<file path="config.mk">
export PLATFORM = sky130hd
export DESIGN_NAME = segment_mmu_control
export DESIGN_NICKNAME = d
export VERILOG_FILES = /design/src/include/seg_mmu_pkg.sv /design/src/hdl/segment_mmu_control.sv
export SDC_FILE = /design/constraint.sdc
export NUM_CORES = 1
export LEC_CHECK = 0
export BUFFER_PORTS_ARGS = -buffer_cell sky130_fd_sc_hd__buf_2
export CAP_MARGIN = 5
export CORE_MARGIN = 1.5
export CORE_UTILIZATION = 40
export CTS_CLUSTER_DIAMETER = 120
export CTS_CLUSTER_SIZE = 40
export DETAILED_ROUTE_END_ITERATION = 12
export RECOVER_POWER = 50
export SLEW_MARGIN = 40
export SYNTH_ARGS = -nofsm -noshare
export SYNTH_HDL_FRONTEND = slang
export SYNTH_SLANG_ARGS = --single-unit
</file>
<file path="constraint.sdc">
create_clock -name clk_sys -period 12.55 [get_ports clk_sys]
set_input_delay 1.255 -clock clk_sys [delete_from_list [all_inputs] [get_ports clk_sys]]
set_output_delay 1.255 -clock clk_sys [all_outputs]
set_load 0.05 [all_outputs]
</file>
<file path="src/include/seg_mmu_pkg.sv">
// Package: register map, mode fields, command codes and bus structs
package seg_mmu_pkg;
  // Internal register addresses and command codes (high byte of I/O address)
  localparam logic [7:0] REG_MODE_ADDR   = 8'h00;
  localparam logic [7:0] REG_DPTR_ADDR   = 8'h01;
  localparam logic [7:0] CMD_DESC_LOAD   = 8'h02;
  // Mode register field positions
  localparam int MODE_OUT_EN_BIT       = 7;
  localparam int MODE_XLAT_EN_BIT      = 6;
  localparam int MODE_UPPER_BIT        = 5;
  localparam int MODE_MULTI_TBL_BIT    = 4;
  localparam int MODE_NORMAL_MATCH_BIT = 3;
  localparam int MODE_ID_LSB   = 0;
  localparam int MODE_ID_W     = 3;
  // Reset values
  localparam logic [7:0] MODE_RST_SELECTED = 8'h80;
  localparam logic [7:0] MODE_RST_OTHER    = 8'h00;
  localparam logic [7:0] DPTR_RST          = 8'h00;
  // Descriptor geometry
  localparam int DESC_COUNT     = 64;
  localparam int DESC_BYTES     = 4;
  localparam int SEG_NUM_W      = 7;
  localparam int PHYS_ADDR_W    = 24;
  localparam int TRAP_LINE_BASE = 8;

  // Processor-side bus sample
  typedef struct packed {
    logic [6:0]  segment_number_lines;
    logic [15:0] address_data;
    logic        addr_strobe;
    logic        normal_mode_n;
    logic        sio_write;
    logic        trap_ack;
  } cpu_bus_t;

  // One segment descriptor
  typedef struct packed {
    logic [15:0] base;
    logic [7:0]  size;
    logic [7:0]  attr;
  } descriptor_t;
endpackage : seg_mmu_pkg

</file>
<file path="src/hdl/segment_mmu_control.sv">
// Segment translation unit: mode/pointer registers, descriptors, address output
`timescale 1ns/1ps
`default_nettype none
// What this block does
// - Selected-at-reset unit comes up with master enable set, translate clear.
// - Master enable clear keeps all address outputs high impedance.
// - Translate set maps addresses; clear passes logical address as 23 bits.
// - Upper range bit picks segments 64-127, else 0-63.
// - Multi-table bit requires normal/system input to match match bit.
// - Chip select gates command recognition only, never translation.
// - Trap acknowledge drives line 8 plus identifier high, the other seven high lines floating.
// - I/O high byte is opcode/register, low byte is the data byte written.
// - Register address 1 is descriptor pointer, 0 is mode register.
// - Command 2 loads a descriptor then increments the pointer.
// - Descriptor pointer picks one of 64 descriptor registers.
// - Four bytes are taken before the pointer advances.
// - Descriptor: 16-bit base times 256, size byte, attribute byte.
// - Mode byte with top two bits set enables and translates, id zero.
// - Reset-selected unit passes processor's first accesses untranslated.
// - Units not selected at reset float their address outputs.
// - Pass-through maps segment N offset K to K plus N times 65536.
module segment_mmu_control #(
  parameter int NUM_DESC = seg_mmu_pkg::DESC_COUNT
) (
  // Clock and reset
  input  wire logic        clk_sys,
  input  wire logic        reset_n,
  // Processor bus pins
  input  wire logic [6:0]  segment_number_lines,
  input  wire logic [15:0] address_data_in,
  input  wire logic        addr_strobe,
  input  wire logic        normal_mode_n,
  input  wire logic        sio_write,
  input  wire logic        trap_ack,
  input  wire logic        chip_select_n,
  // Translated address out
  output logic [23:0]      phys_addr,
  output logic [23:0]      phys_addr_oe_n,
  // Trap identification drive onto address/data high lines
  output logic [7:0]       address_data_high_lines_out,
  output logic [7:0]       address_data_high_lines_oe_n,
  // State visible to the system
  output logic [7:0]       translation_mode,
  output logic [7:0]       descriptor_pointer
);

  // Two-stage input synchronisers
  seg_mmu_pkg::cpu_bus_t bus_s1_r;
  seg_mmu_pkg::cpu_bus_t bus_s2_r;
  logic                  cs_s1_r;
  logic                  cs_s2_r;
  logic                  sio_prev_r;
  logic                  as_prev_r;

  // Register state
  logic [7:0]                mode_r;
  logic [7:0]                dptr_r;
  logic [1:0]                byte_cnt_r;
  logic [23:0]               desc_shift_r;
  seg_mmu_pkg::descriptor_t  desc_mem [NUM_DESC];
  logic                      reset_sel_r;

  // Decoded events
  logic       sio_event;
  logic       cmd_taken;
  logic [7:0] cmd_code;
  logic [7:0] wr_byte;
  logic       as_event;

  // Mode fields
  logic       master_output_enable;
  logic       translate_enable;
  logic       upper_range_select;
  logic       multi_table_enable;
  logic       normal_mode_match;
  logic [2:0] mode_id;

  // Index from pointer
  function automatic logic [5:0] desc_index(input logic [7:0] ptr);
    desc_index = ptr[5:0];
  endfunction : desc_index

  // Synchronise all pins
  always_ff @(posedge clk_sys)
  begin
    bus_s1_r <= '{segment_number_lines, address_data_in, addr_strobe,
                  normal_mode_n, sio_write, trap_ack};
    bus_s2_r <= bus_s1_r;
    cs_s1_r  <= chip_select_n;
    cs_s2_r  <= cs_s1_r;
  end

  // Edge history for strobes
  always_ff @(posedge clk_sys)
  begin
    if (!reset_n)
    begin
      sio_prev_r <= 1'b0;
      as_prev_r  <= 1'b0;
    end
    else
    begin
      sio_prev_r <= bus_s2_r.sio_write;
      as_prev_r  <= bus_s2_r.addr_strobe;
    end
  end

  // Command decode
  assign sio_event = bus_s2_r.sio_write && !sio_prev_r;
  assign cmd_taken = sio_event && !cs_s2_r;
  assign cmd_code  = bus_s2_r.address_data[15:8];
  assign wr_byte   = bus_s2_r.address_data[7:0];
  assign as_event  = bus_s2_r.addr_strobe && !as_prev_r;

  // Mode field decode
  assign master_output_enable = mode_r[seg_mmu_pkg::MODE_OUT_EN_BIT];
  assign translate_enable     = mode_r[seg_mmu_pkg::MODE_XLAT_EN_BIT];
  assign upper_range_select   = mode_r[seg_mmu_pkg::MODE_UPPER_BIT];
  assign multi_table_enable   = mode_r[seg_mmu_pkg::MODE_MULTI_TBL_BIT];
  assign normal_mode_match    = mode_r[seg_mmu_pkg::MODE_NORMAL_MATCH_BIT];
  assign mode_id = mode_r[seg_mmu_pkg::MODE_ID_LSB +: seg_mmu_pkg::MODE_ID_W];

  // Chip select level seen during reset marks the boot unit
  always_ff @(posedge clk_sys)
  begin
    if (!reset_n)
      reset_sel_r <= cs_s2_r;
  end

  // Mode register
  always_ff @(posedge clk_sys)
  begin
    if (!reset_n)
      mode_r <= cs_s2_r ? seg_mmu_pkg::MODE_RST_SELECTED
                        : seg_mmu_pkg::MODE_RST_OTHER;
    else if (cmd_taken && cmd_code == seg_mmu_pkg::REG_MODE_ADDR)
      mode_r <= wr_byte;
  end

  // Descriptor pointer and byte counter
  always_ff @(posedge clk_sys)
  begin
    if (!reset_n)
    begin
      dptr_r     <= seg_mmu_pkg::DPTR_RST;
      byte_cnt_r <= 2'd0;
    end
    else if (cmd_taken && cmd_code == seg_mmu_pkg::REG_DPTR_ADDR)
    begin
      dptr_r     <= wr_byte;
      byte_cnt_r <= 2'd0;
    end
    else if (cmd_taken && cmd_code == seg_mmu_pkg::CMD_DESC_LOAD)
    begin
      byte_cnt_r <= byte_cnt_r + 2'd1;
      if (byte_cnt_r == 2'(seg_mmu_pkg::DESC_BYTES - 1))
        dptr_r <= dptr_r + 8'd1;
    end
  end

  // Descriptor byte assembly: base high, base low, size, attribute
  always_ff @(posedge clk_sys)
  begin
    if (!reset_n)
      desc_shift_r <= 24'h00_0000;
    else if (cmd_taken && cmd_code == seg_mmu_pkg::CMD_DESC_LOAD)
      desc_shift_r <= {desc_shift_r[15:0], wr_byte};
  end

  // Descriptor store on fourth byte
  always_ff @(posedge clk_sys)
  begin
    if (cmd_taken && cmd_code == seg_mmu_pkg::CMD_DESC_LOAD
        && byte_cnt_r == 2'(seg_mmu_pkg::DESC_BYTES - 1))
      desc_mem[desc_index(dptr_r)] <= {desc_shift_r, wr_byte};
  end

  // Translation path
  logic                     seg_hit;
  logic                     table_ok;
  seg_mmu_pkg::descriptor_t cur_desc;
  logic [23:0]              xlat_addr;
  logic [23:0]              pass_addr;

  assign seg_hit   = (bus_s2_r.segment_number_lines[6] == upper_range_select);
  assign table_ok  = !multi_table_enable
                   || (bus_s2_r.normal_mode_n == normal_mode_match);
  assign cur_desc  = desc_mem[bus_s2_r.segment_number_lines[5:0]];
  assign xlat_addr = {cur_desc.base, 8'h00}
                   + {8'h00, bus_s2_r.address_data};
  assign pass_addr = {1'b0, bus_s2_r.segment_number_lines,
                      bus_s2_r.address_data};

  // Address output register
  always_ff @(posedge clk_sys)
  begin
    if (!reset_n)
    begin
      phys_addr      <= 24'h00_0000;
      phys_addr_oe_n <= 24'hFF_FFFF;
    end
    else if (!master_output_enable)
    begin
      phys_addr      <= 24'h00_0000;
      phys_addr_oe_n <= 24'hFF_FFFF;
    end
    else if (as_event)
    begin
      phys_addr_oe_n <= 24'h00_0000;
      if (translate_enable && seg_hit && table_ok)
        phys_addr <= xlat_addr;
      else if (!translate_enable)
        phys_addr <= pass_addr;
    end
  end

  // Trap acknowledge identification drive
  always_ff @(posedge clk_sys)
  begin
    if (!reset_n)
    begin
      address_data_high_lines_out  <= 8'h00;
      address_data_high_lines_oe_n <= 8'hFF;
    end
    else if (bus_s2_r.trap_ack && master_output_enable)
    begin
      address_data_high_lines_out  <= 8'(1) << mode_id;
      address_data_high_lines_oe_n <= ~(8'(1) << mode_id);
    end
    else
    begin
      address_data_high_lines_out  <= 8'h00;
      address_data_high_lines_oe_n <= 8'hFF;
    end
  end

  // Status copies
  always_ff @(posedge clk_sys)
  begin
    if (!reset_n)
    begin
      translation_mode   <= seg_mmu_pkg::MODE_RST_OTHER;
      descriptor_pointer <= seg_mmu_pkg::DPTR_RST;
    end
    else
    begin
      translation_mode   <= mode_r;
      descriptor_pointer <= dptr_r;
    end
  end

  // Checks
  property p_out_float;
    @(posedge clk_sys) disable iff (!reset_n)
      !master_output_enable |=> (phys_addr_oe_n == 24'hFF_FFFF);
  endproperty
  a_out_float: assert property (p_out_float) else $error("outputs driven while disabled");

  property p_ptr_inc;
    @(posedge clk_sys) disable iff (!reset_n)
      (cmd_taken && cmd_code == seg_mmu_pkg::CMD_DESC_LOAD && byte_cnt_r == 2'd3)
      |=> (dptr_r == $past(dptr_r) + 8'd1);
  endproperty
  a_ptr_inc: assert property (p_ptr_inc) else $error("pointer not advanced");

  property p_cs_gate;
    @(posedge clk_sys) disable iff (!reset_n)
      (sio_event && cs_s2_r) |=> $stable(mode_r) && $stable(dptr_r);
  endproperty
  a_cs_gate: assert property (p_cs_gate) else $error("command taken without select");

  property p_mode_wr;
    @(posedge clk_sys) disable iff (!reset_n)
      (cmd_taken && cmd_code == seg_mmu_pkg::REG_MODE_ADDR)
      |=> ##1 (translation_mode == $past(wr_byte, 2));
  endproperty
  a_mode_wr: assert property (p_mode_wr) else $error("mode write lost");

  property p_pass;
    @(posedge clk_sys) disable iff (!reset_n)
      (master_output_enable && !translate_enable && as_event)
      |=> (phys_addr == {1'b0, $past(bus_s2_r.segment_number_lines),
                         $past(bus_s2_r.address_data)});
  endproperty
  a_pass: assert property (p_pass) else $error("pass-through address wrong");

  property p_trap;
    @(posedge clk_sys) disable iff (!reset_n)
      (bus_s2_r.trap_ack && master_output_enable)
      |=> (address_data_high_lines_oe_n[mode_id] == 1'b0)
        && ($countones(~address_data_high_lines_oe_n) == 1);
  endproperty
  a_trap: assert property (p_trap) else $error("trap id drive wrong");

  property p_cnt_hold;
    @(posedge clk_sys) disable iff (!reset_n)
      (cmd_taken && cmd_code == seg_mmu_pkg::CMD_DESC_LOAD && byte_cnt_r != 2'd3)
      |=> $stable(dptr_r);
  endproperty
  a_cnt_hold: assert property (p_cnt_hold) else $error("pointer moved early");

  property p_range;
    @(posedge clk_sys) disable iff (!reset_n)
      (master_output_enable && translate_enable && as_event && !seg_hit) |=> $stable(phys_addr);
  endproperty
  a_range: assert property (p_range) else $error("foreign segment translated");

  property p_boot_mode;
    @(posedge clk_sys) disable iff (!reset_n)
      $rose(reset_n) |-> (master_output_enable == reset_sel_r) && !translate_enable;
  endproperty
  a_boot_mode: assert property (p_boot_mode) else $error("reset mode wrong");

  property p_dptr_wr;
    @(posedge clk_sys) disable iff (!reset_n)
      (cmd_taken && cmd_code == seg_mmu_pkg::REG_DPTR_ADDR)
      |=> (dptr_r == $past(wr_byte));
  endproperty
  a_dptr_wr: assert property (p_dptr_wr) else $error("pointer write lost");

  property p_table;
    @(posedge clk_sys) disable iff (!reset_n)
      (master_output_enable && translate_enable && multi_table_enable && as_event
       && (bus_s2_r.normal_mode_n != normal_mode_match)) |=> $stable(phys_addr);
  endproperty
  a_table: assert property (p_table) else $error("wrong table translated");

  property p_low_byte;
    @(posedge clk_sys) disable iff (!reset_n)
      (master_output_enable && translate_enable && seg_hit && table_ok && as_event)
      |=> (phys_addr[7:0] == $past(bus_s2_r.address_data[7:0]));
  endproperty
  a_low_byte: assert property (p_low_byte) else $error("offset low byte altered");

  property p_trap_drive;
    @(posedge clk_sys) disable iff (!reset_n)
      (bus_s2_r.trap_ack && master_output_enable)
      |=> (address_data_high_lines_out == ~address_data_high_lines_oe_n);
  endproperty
  a_trap_drive: assert property (p_trap_drive) else $error("trap line not high");

  property p_oe_on;
    @(posedge clk_sys) disable iff (!reset_n)
      (master_output_enable && as_event) |=> (phys_addr_oe_n == 24'h00_0000);
  endproperty
  a_oe_on: assert property (p_oe_on) else $error("address not driven");

endmodule : segment_mmu_control
`default_nettype wire

</file>
# Word level (Yosys, flattened, before mapping)
# Memory sizes are Yosys's and may differ from the RTL's. A register that Yosys moved wholly into a read port is not among the register bits.
# Cells that the tools add are included.
[classes] add_sub_neg=3 eq_ne=7 n_shift=1 n_mux=10 n_bitwise=2 reduce_logical=23
[op_table] cell="24-bit 2-to-1 mux" count=2
[op_table] cell="8-bit 2-to-1 mux" count=6
[op_table] cell="24-bit by 16-bit adder with 24-bit output" count=1
[op_table] cell="1-bit logical AND" count=10
[op_table] cell="8-bit by 1-bit adder with 8-bit output, second input constant" count=1
[op_table] cell="8-bit by 1-bit == test with 1-bit output, second input constant" count=1
[op_table] cell="8-bit by 2-bit == test with 1-bit output, second input constant" count=1
[op_table] cell="8-bit logical NOT" count=1
[op_table] cell="8-bit inverter" count=1
[op_table] cell="2-bit AND reduction" count=4
[op_table] cell="1-bit by 3-bit left shift with 8-bit output, first input constant" count=1
[op_table] cell="1-bit logical NOT" count=4
[op_table] cell="2-bit by 1-bit != test with 1-bit output, second input constant" count=2
[op_table] cell="2-bit nonzero test" count=2
[op_table] cell="2-bit by 1-bit adder with 2-bit output, second input constant" count=1
[op_table] cell="1-bit == test" count=2
[op_table] cell="2-bit == test, second input constant" count=1
[op_table] cell="1-bit 2-to-1 mux" count=2
[op_table] cell="2-bit OR reduction" count=1
[op_table] cell="1-bit logical OR" count=1
[op_table] cell="1-bit inverter" count=1
[totals] regBits=180 mem_bits_rw=2048 inputBits=30 n_memories=1
[mem_list] name="desc_mem" depth=64 width=32 read_ports=1 rd_ports_with_merged_regs=1 write_ports=1 line="segment_mmu_control.sv:60" rtl="seg_mmu_pkg::descriptor_t desc_mem [NUM_DESC];"

# Depth between registers and ports, before layout
# Gate-level depths: netlist of run 1.
[depth] ltp_word=7 depth_mapped=21 mapped_depth_nobuf=14

# Least setup slack after synthesis of run 1
# Ideal clock, no wire load.
[synth_path] kind="flip-flop to flip-flop" from="reg, netlist name bus_s2_r[21]" to="reg phys_addr[22]" setup_time_ps=86 arrival_ps=4767 setup_slack_ps=7697 stages_incl_launch_ff=21 n_path_buf=7 cell_sequence="dfxtp_1 buf_4 buf_4 buf_6 buf_4 buf_4 buf_2 buf_2 mux4_2 mux4_2 mux4_2 ha_1 fa_1 a21o_1 a21oi_1 o21bai_1 a21oi_1 o21ai_0 nor3b_2 xnor2_1 a211oi_1"
[synth_rtl] item="to (signal assigned)" line="segment_mmu_control.sv:211" rtl="phys_addr <= xlat_addr;"
[synth_rtl] item="to (signal assigned)" line="segment_mmu_control.sv:213" rtl="phys_addr <= pass_addr;"
[synth_rtl] item="to (decl)" line="segment_mmu_control.sv:37" rtl="output logic [23:0] phys_addr,"

==> metrics, run 1 <==
ratio of cells with drive above 1 in the final layout=0.242; Mapped Cells=2155; Crit. End Element=flip-flop; WHS Path Cells=0; highest fanout seen on the critical path=65; run status=finished with violations; last weighted congestion value of the routability-driven placer=~0.83; Hold/Removal Path Class=flip-flop to flip-flop; min cycle time layout=just under 6000 ps; number of synthesized flops with an enable pin=about 1000; Max Buffers Root-to-Sink=3; Yosys top cell by area=edfxtp_1; global-route total usage across every layer=0.187; count of max-cap constraint violations=17; final hold violation count=0; residual overflow from global routing=0; length in cells of the worst reg-to-reg path=16; # fillers=between 9000 and 10000; setup slack of the critical path after layout=6650 ps; count of distinct cell types in the synthesized netlist=66; initial antenna violation count=8; switching power=approximately 0.0013 W; pre-CTS setup slack=just over 6000 ps; reg-to-reg slack, setup=roughly 6700 ps; relative contribution of the clock network to total power=0.271; H-tree depth=2; post-synth top area share=0.687; commonest non-fill, non-tap cell in the layout=edfxtp_1; type of the worst setup path=flip-flop to flip-flop; number of gates resized after cts=0; Lkg Pwr=about 15 nW; setup violation total in the final timing report=0; Critical Path Start Type=flip-flop; total half-perimeter wirelength after legalization and detailed placement=between 60000 and 70000 µm; total core area=about 0.11 mm²; clock tree from TritonCTS=yes; worst skew pair latency=between 600 and 700 ps; aggregate negative setup slack=0 ps; floorplan row count=123; combinational cell fraction of total power=0.057; die extent in y=between 300 and 400 µm; share of the clock period used by the worst path after layout=0.470; number of cells in the design after placement=around 3700; number of nets in the layout=around 2300; first drt pass iteration count=5; final slew viol count=between 1000 and 1500; Num Clock Sinks=~1200; first-pass GRT wire length=155000 µm; pin slew with the least headroom to its limit=3400 ps; final routed wire length divided by cell count=28.4 µm; vias per cell=between 5 and 6; start of the worst register-to-register path=bus_s2_r[20]$_DFF_P_; leading cell types by total area after synthesis=edfxtp_1 (69%), mux4_2 (14%), dfxtp_1 (6.6%); Setup Skew=approximately 61 ps; arrival time of data at the critical path endpoint=between 6000 and 7000 ps; ys flop type=edfxtp_1; average cell area after synthesis=~21 µm²; initial standard-cell utilization of the core=0.402; switching part of the total=0.214; cell area after layout=approximately 0.049 mm²; count of routing violations after the opening detailed-route iteration=about 2400; data required time at the worst endpoint=between 10000 and 15000 ps; worst vdd ir=0.0000854 V; endpoint of the worst hold path=bus_s2_r[15]$_DFF_P_; DRC viols=0; Internal=0.00495 W; vias post-DR=~21000; synth-to-layout area growth=7.54%; antenna-violating nets left=0; remaining max-slew budget at the tightest pin=-1.27; sequential cell fraction of total power=0.672; total I/O pin count=110; fraction of registers with async set/reset=0; Horiz. Die Dim=roughly 340 µm; antenna diode count=0; total of flip-flops plus latches after synthesis=approximately 1200; maximum number of pins on one net before global-route repair=67; Clk Tree Root Cell=clkbuf_16; dpl cell area=0.0475 mm²; Synth warnings=0; Power per Cell Area=approximately 130 mW/mm²; post-synthesis instance area=about 0.045 mm²; Routed WL=between 100000 and 150000 µm; syn nets=~2200; post-cts hold buffer count=0; Finished Layout Cells=roughly 3800; highest-count cells in the layout ignoring fill and taps=edfxtp_1 (1032), mux4_2 (272), dfxtp_1 (139), nand2_1 (117), buf_2 (109); Max Clock Freq=170 MHz; vias in the first global route=roughly 21000; setup repair after global routing missed its margin=no; worst hold start=bus_s1_r[15]$_DFF_P_; clock-pin slew reported for the worst setup and hold paths after clock tree synthesis=around 150 ps; number of buffers created by CTS=36; Die Outline Area=around 0.11 mm²; violated checks=max-capacitance violations, max-slew violations; number of buffers inserted to repair setup after CTS=0; proportion of synthesized chip area in sequential cells=0.753; number of buffers added on ports=about 110; capturing point of the worst reg2reg path=phys_addr[18]$_SDFFE_PN0P_
-- sequential cells by signal (all words and copies together), names as in the netlist --
name and cells:
address_data_high_lines_oe_n 8, address_data_high_lines_out 8, as_prev_r 1, bus_s1_r 27, bus_s2_r 27, byte_cnt_r 2, cs_s1_r 1, cs_s2_r 1
desc_mem 1024, desc_shift_r 24, descriptor_pointer 8, dptr_r 8, mode_r 8, phys_addr 24, phys_addr_oe_n 1, sio_prev_r 1
translation_mode 8
-- metrics by stage --
stage / utilization / hold WS, ps / power [W]
final: 0.432 / 318 / 0.00630
after CTS: 0.433 / 322 / 0.00634
after floorplan: - / 310 / 0.00458
after global routing: 0.432 / 333 / 0.00647
after detailed placement: 0.423 / 314 / 0.00468
after global placement: 0.422 / 314 / 0.00467
-- power by group through the flow --
| stage | sequential, W | combinational, W | clock [W] |
|---|---|---|---|
| after floorplan | 0.00433 | 0.000256 | 0 |
| after global placement | 0.00432 | 0.000350 | 0 |
| after detailed placement | 0.00432 | 0.000356 | 0 |
| after CTS | 0.00423 | 0.000356 | 0.00175 |
| after global routing | 0.00423 | 0.000377 | 0.00186 |
| final | 0.00423 | 0.000357 | 0.00171 |
-- how the worst max path moves through the flow --
| stage | startpoint | to | slack [ps] | cells past startpoint |
|---|---|---|---|---|
| global placement | bus_s2_r[20]$_DFF_P_ | phys_addr[18]$_SDFFE_PN0P_ | 6300 | 15 |
| global route | bus_s2_r[20]$_DFF_P_ | phys_addr[18]$_SDFFE_PN0P_ | 6100 | 16 |
| floorplan | bus_s2_r[21]$_DFF_P_ | phys_addr[22]$_SDFFE_PN0P_ | 7700 | 20 |
| detailed placement | bus_s2_r[20]$_DFF_P_ | phys_addr[18]$_SDFFE_PN0P_ | 6180 | 16 |
| finish | bus_s2_r[20]$_DFF_P_ | phys_addr[18]$_SDFFE_PN0P_ | 6650 | 16 |
| CTS | bus_s2_r[20]$_DFF_P_ | phys_addr[18]$_SDFFE_PN0P_ | 6160 | 16 |
-- critical path, cell delays in order (launching register included) --
cell and delay, ps:
dfxtp_4 530, buf_12 370, buf_16 430, buf_4 680, mux4_2 580, mux4_2 540
mux4_2 480, ha_1 340, a21o_1 130, a21oi_1 90, o21bai_1 160, a21oi_1 110
o21ai_0 510, nand3_1 200, xnor2_1 170, o221ai_1 190, a21oi_1 110
-- cell usage after synthesis, types with 12 or more instances --
cell,number
nand2_1,117
a21oi_1,32
nand3_1,33
edfxtp_1,1032
buf_4,41
inv_1,13
a22oi_1,12
nor2b_1,16
clkbuf_1,28
mux4_2,272
buf_6,16
a21boi_0,26
mux2i_1,28
buf_2,27
and2_1,27
mux4_1,32
nor2_1,87
xnor2_1,12
dfxtp_1,149
-- per-layer routing --
layer | vias up | part of all wire | GRT usage
met3 | 93 | 0.058 | 0.0183
met2 | 719 | 0.49 | 0.311
met5 | - | 0 | 0
met4 | 0 | 0.024 | 0.0469
met1 | 11500 | 0.42 | 0.265
li1 | 8926 | - | -
-- final cells by class --
type,instances,area [µm²],share of cell area
clock buffer,61,1020,0.0209
clock inverter,5,83.8,0.00173
inverter,14,52.6,0.00108
multi-input combinational,826,10100,0.209
sequential,1181,34000,0.701
tap,1500,1880,0.0387
timing repair buffer,210,1370,0.0282
-- kinds of logic (layout without fill, tap and decap cells) --
| kind of cell | count (synthesis) | after routing | synth area share |
|---|---|---|---|
| compound gates | 136 | 136 | 0.0208 |
| xor+xnor | 15 | 15 | 0.00291 |
| fa+ha+maj | 11 | 11 | 0.00322 |
| buf+inv | 148 | 290 | 0.0239 |
| flops | 1181 | 1181 | 0.753 |
| mux | 337 | 337 | 0.162 |
| simple gates | 327 | 327 | 0.0343 |
(Power assumes the default switching activity.)
==> inputs of run 2 (changes only) <==
==> constraint.sdc (replaced) <==
create_clock -name clk_sys -period 5.5 [get_ports clk_sys]
set_input_delay 0.55 -clock clk_sys [delete_from_list [all_inputs] [get_ports clk_sys]]
set_output_delay 0.55 -clock clk_sys [all_outputs]
set_load 0.05 [all_outputs]
==> run 2 against run 1 <==
Net effect: the flow still finishes with violations (max-capacitance violations, max-slew violations); combinational power rose by 130%; clock skew fell by 11 ps; sequential power rose by 130%; first-iteration DRC count rose by 23%; setup slack got worse by 5900 ps; cell count rose by 1.1%; non-clock buffer count rose by 53; count of clock-buffer cells in the layout fell by 8; total power rose by 130%; hold slack got worse by 280 ps; global-route usage rose by 0.57 points; largest cell class unchanged; largest power group unchanged.
==> metrics, run 2 (synthesized netlist as in run 1, its figures left out) <==
Hold/Removal Path Class=input pin to flip-flop; number of buffers inserted to repair setup after CTS=0; register ranked first by flip-flop count=desc_mem; maximum number of pins on one net before global-route repair=between 60 and 70; final routed wire length divided by cell count=between 20 and 30 µm; remaining max-slew budget at the tightest pin=-1.45; first-pass GRT wire length=roughly 160000 µm; post-route total power=0.0144 W; first drt pass iteration count=6; Num Clock Sinks=around 1200; aggregate negative setup slack=0 ps; initial standard-cell utilization of the core=0.402; vias in the first global route=between 20000 and 25000; antenna diode count=0; final slew viol count=approximately 1000; pin slew with the least headroom to its limit=~3700 ps; setup slack of the critical path after layout=726 ps; setup violation total in the final timing report=0; # fillers=between 9000 and 10000; ratio of cells with drive above 1 in the final layout=0.238; vias per cell=5.61; clock tree from TritonCTS=yes; min cycle time layout=about 4800 ps; worst vdd ir=about 0.00019 V; final hold violation count=0; Setup Skew=between 50 and 60 ps; run status=finished with violations; Crit. End Element=flip-flop; residual overflow from global routing=0; number of buffers added on ports=~110; Clk Tree Root Cell=clkbuf_16; number of gates resized after cts=0; DRC viols=0; share of the clock period used by the worst path after layout=0.868; CP startpoint=bus_s2_r[20]$_DFF_P_; count of routing violations after the opening detailed-route iteration=a little under 3000; number of flip-flops under the largest register name=a little over 1000; type of the worst setup path=flip-flop to flip-flop; Power per Cell Area=just under 300 mW/mm²; biggest regs=desc_mem: 1024 flops, bus_s1_r: 27 flops, bus_s2_r: 27 flops; total I/O pin count=110; total half-perimeter wirelength after legalization and detailed placement=68500 µm; Critical Path Start Type=flip-flop; setup repair after global routing missed its margin=no; worst hold start=segment_number_lines[0]; data required time at the worst endpoint=just over 6000 ps; number of buffers created by CTS=36; commonest non-fill, non-tap cell in the layout=edfxtp_1; total core area=approximately 0.11 mm²; multi-input gate area in the final layout=approximately 0.010 mm²; H-tree depth=2; Horiz. Die Dim=approximately 340 µm; number of nets in the layout=2363; highest-count cells in the layout ignoring fill and taps=edfxtp_1 (1032), mux4_2 (272), dfxtp_1 (138), nand2_1 (117), buf_4 (108); highest fanout seen on the critical path=28; clock-pin slew reported for the worst setup and hold paths after clock tree synthesis=roughly 140 ps; violated checks=max-capacitance violations, max-slew violations; Routed WL=approximately 110000 µm; initial antenna violation count=5; global-route total usage across every layer=0.192; synth-to-layout area growth=8.26%; die extent in y=339 µm; Die Outline Area=roughly 0.11 mm²; Max Buffers Root-to-Sink=3; last weighted congestion value of the routability-driven placer=approximately 0.87; arrival time of data at the critical path endpoint=roughly 5300 ps; count of max-cap constraint violations=17; floorplan row count=123; antenna-violating nets left=0; Max Clock Freq=between 200 and 250 MHz; pre-CTS setup slack=about 700 ps; start of the worst register-to-register path=bus_s2_r[20]$_DFF_P_; Lkg Pwr=roughly 16 nW; worst skew pair latency=roughly 640 ps; vias post-DR=between 20000 and 25000; sequential cell area=around 0.034 mm²
==> run 2: changes by cell type in the layout (fill, tap and decap cells not counted), sizes merged <==
cell	change
buf	+9
inv	-2
clkbuf	+10
dlygate4sd3	+26
==> run 2: layout make-up <==
class	instances	share of cell area
Inverter	14	0.00108
Clock inverter	3	0.00136
Tap cell	1500	0.0384
Timing Repair Buffer	263	0.0359
Clock buffer	53	0.0202
Multi-Input combinational cell	826	0.207
Sequential cell	1181	0.696
==> run 2: final timing paths <==
check	slack (ps)	endpoint	cells after the start
worst max-delay path	730	phys_addr[20]$_SDFFE_PN0P_	13
worst min-delay path	40	bus_s1_r[20]$_DFF_P_	1
worst max register to register	730	phys_addr[20]$_SDFFE_PN0P_	13
worst min register to register	340	bus_s2_r[22]$_DFF_P_	0
==> run 2: worst max-delay path: stages (launching register included) <==
cell      delay (ps)
dfxtp_4          500
buf_4            500
mux4_2           590
mux4_2           530
mux4_2           510
fa_1             420
a21o_1           200
a21oi_1          230
o21bai_1          90
a21oi_1          240
o21ai_0          260
and4_1           280
nor3b_1          220
o21ai_1          110
==> run 2: repair_timing <==
action	4_1_cts	5_1_grt
endpoints found under the hold margin	25	1
endpoints found under the setup margin	0	0
hold buffers	25	1
==> run 2: per-stage QoR <==
step	cell area [µm²]	instances	hold WS [ps]	util
after global routing	48800	3840	11.4	0.435
after detailed placement	47600	3758	313	0.424
after floorplan	45100	2155	310	-
after CTS	48900	3839	3.34	0.436
final	48800	3840	39.7	0.435
after global placement	47600	3758	312	0.424
==> run 2: layer usage <==
layer | global-route usage | part of all wire | up-vias
li1 | - | - | 9028
met1 | 0.270 | 0.42 | 11700
met2 | 0.325 | 0.50 | 726
met3 | 0.0207 | 0.059 | 106
met4 | 0.0443 | 0.022 | 0
met5 | 0 | 0 | -
==> run 2: where the power goes <==
part	leakage, nW	switching [W]	internal [W]
Combinational	4.30	0.000462	0.000363
Clock	0.503	0.00255	0.00130
Sequential	10.8	0.0000507	0.00962
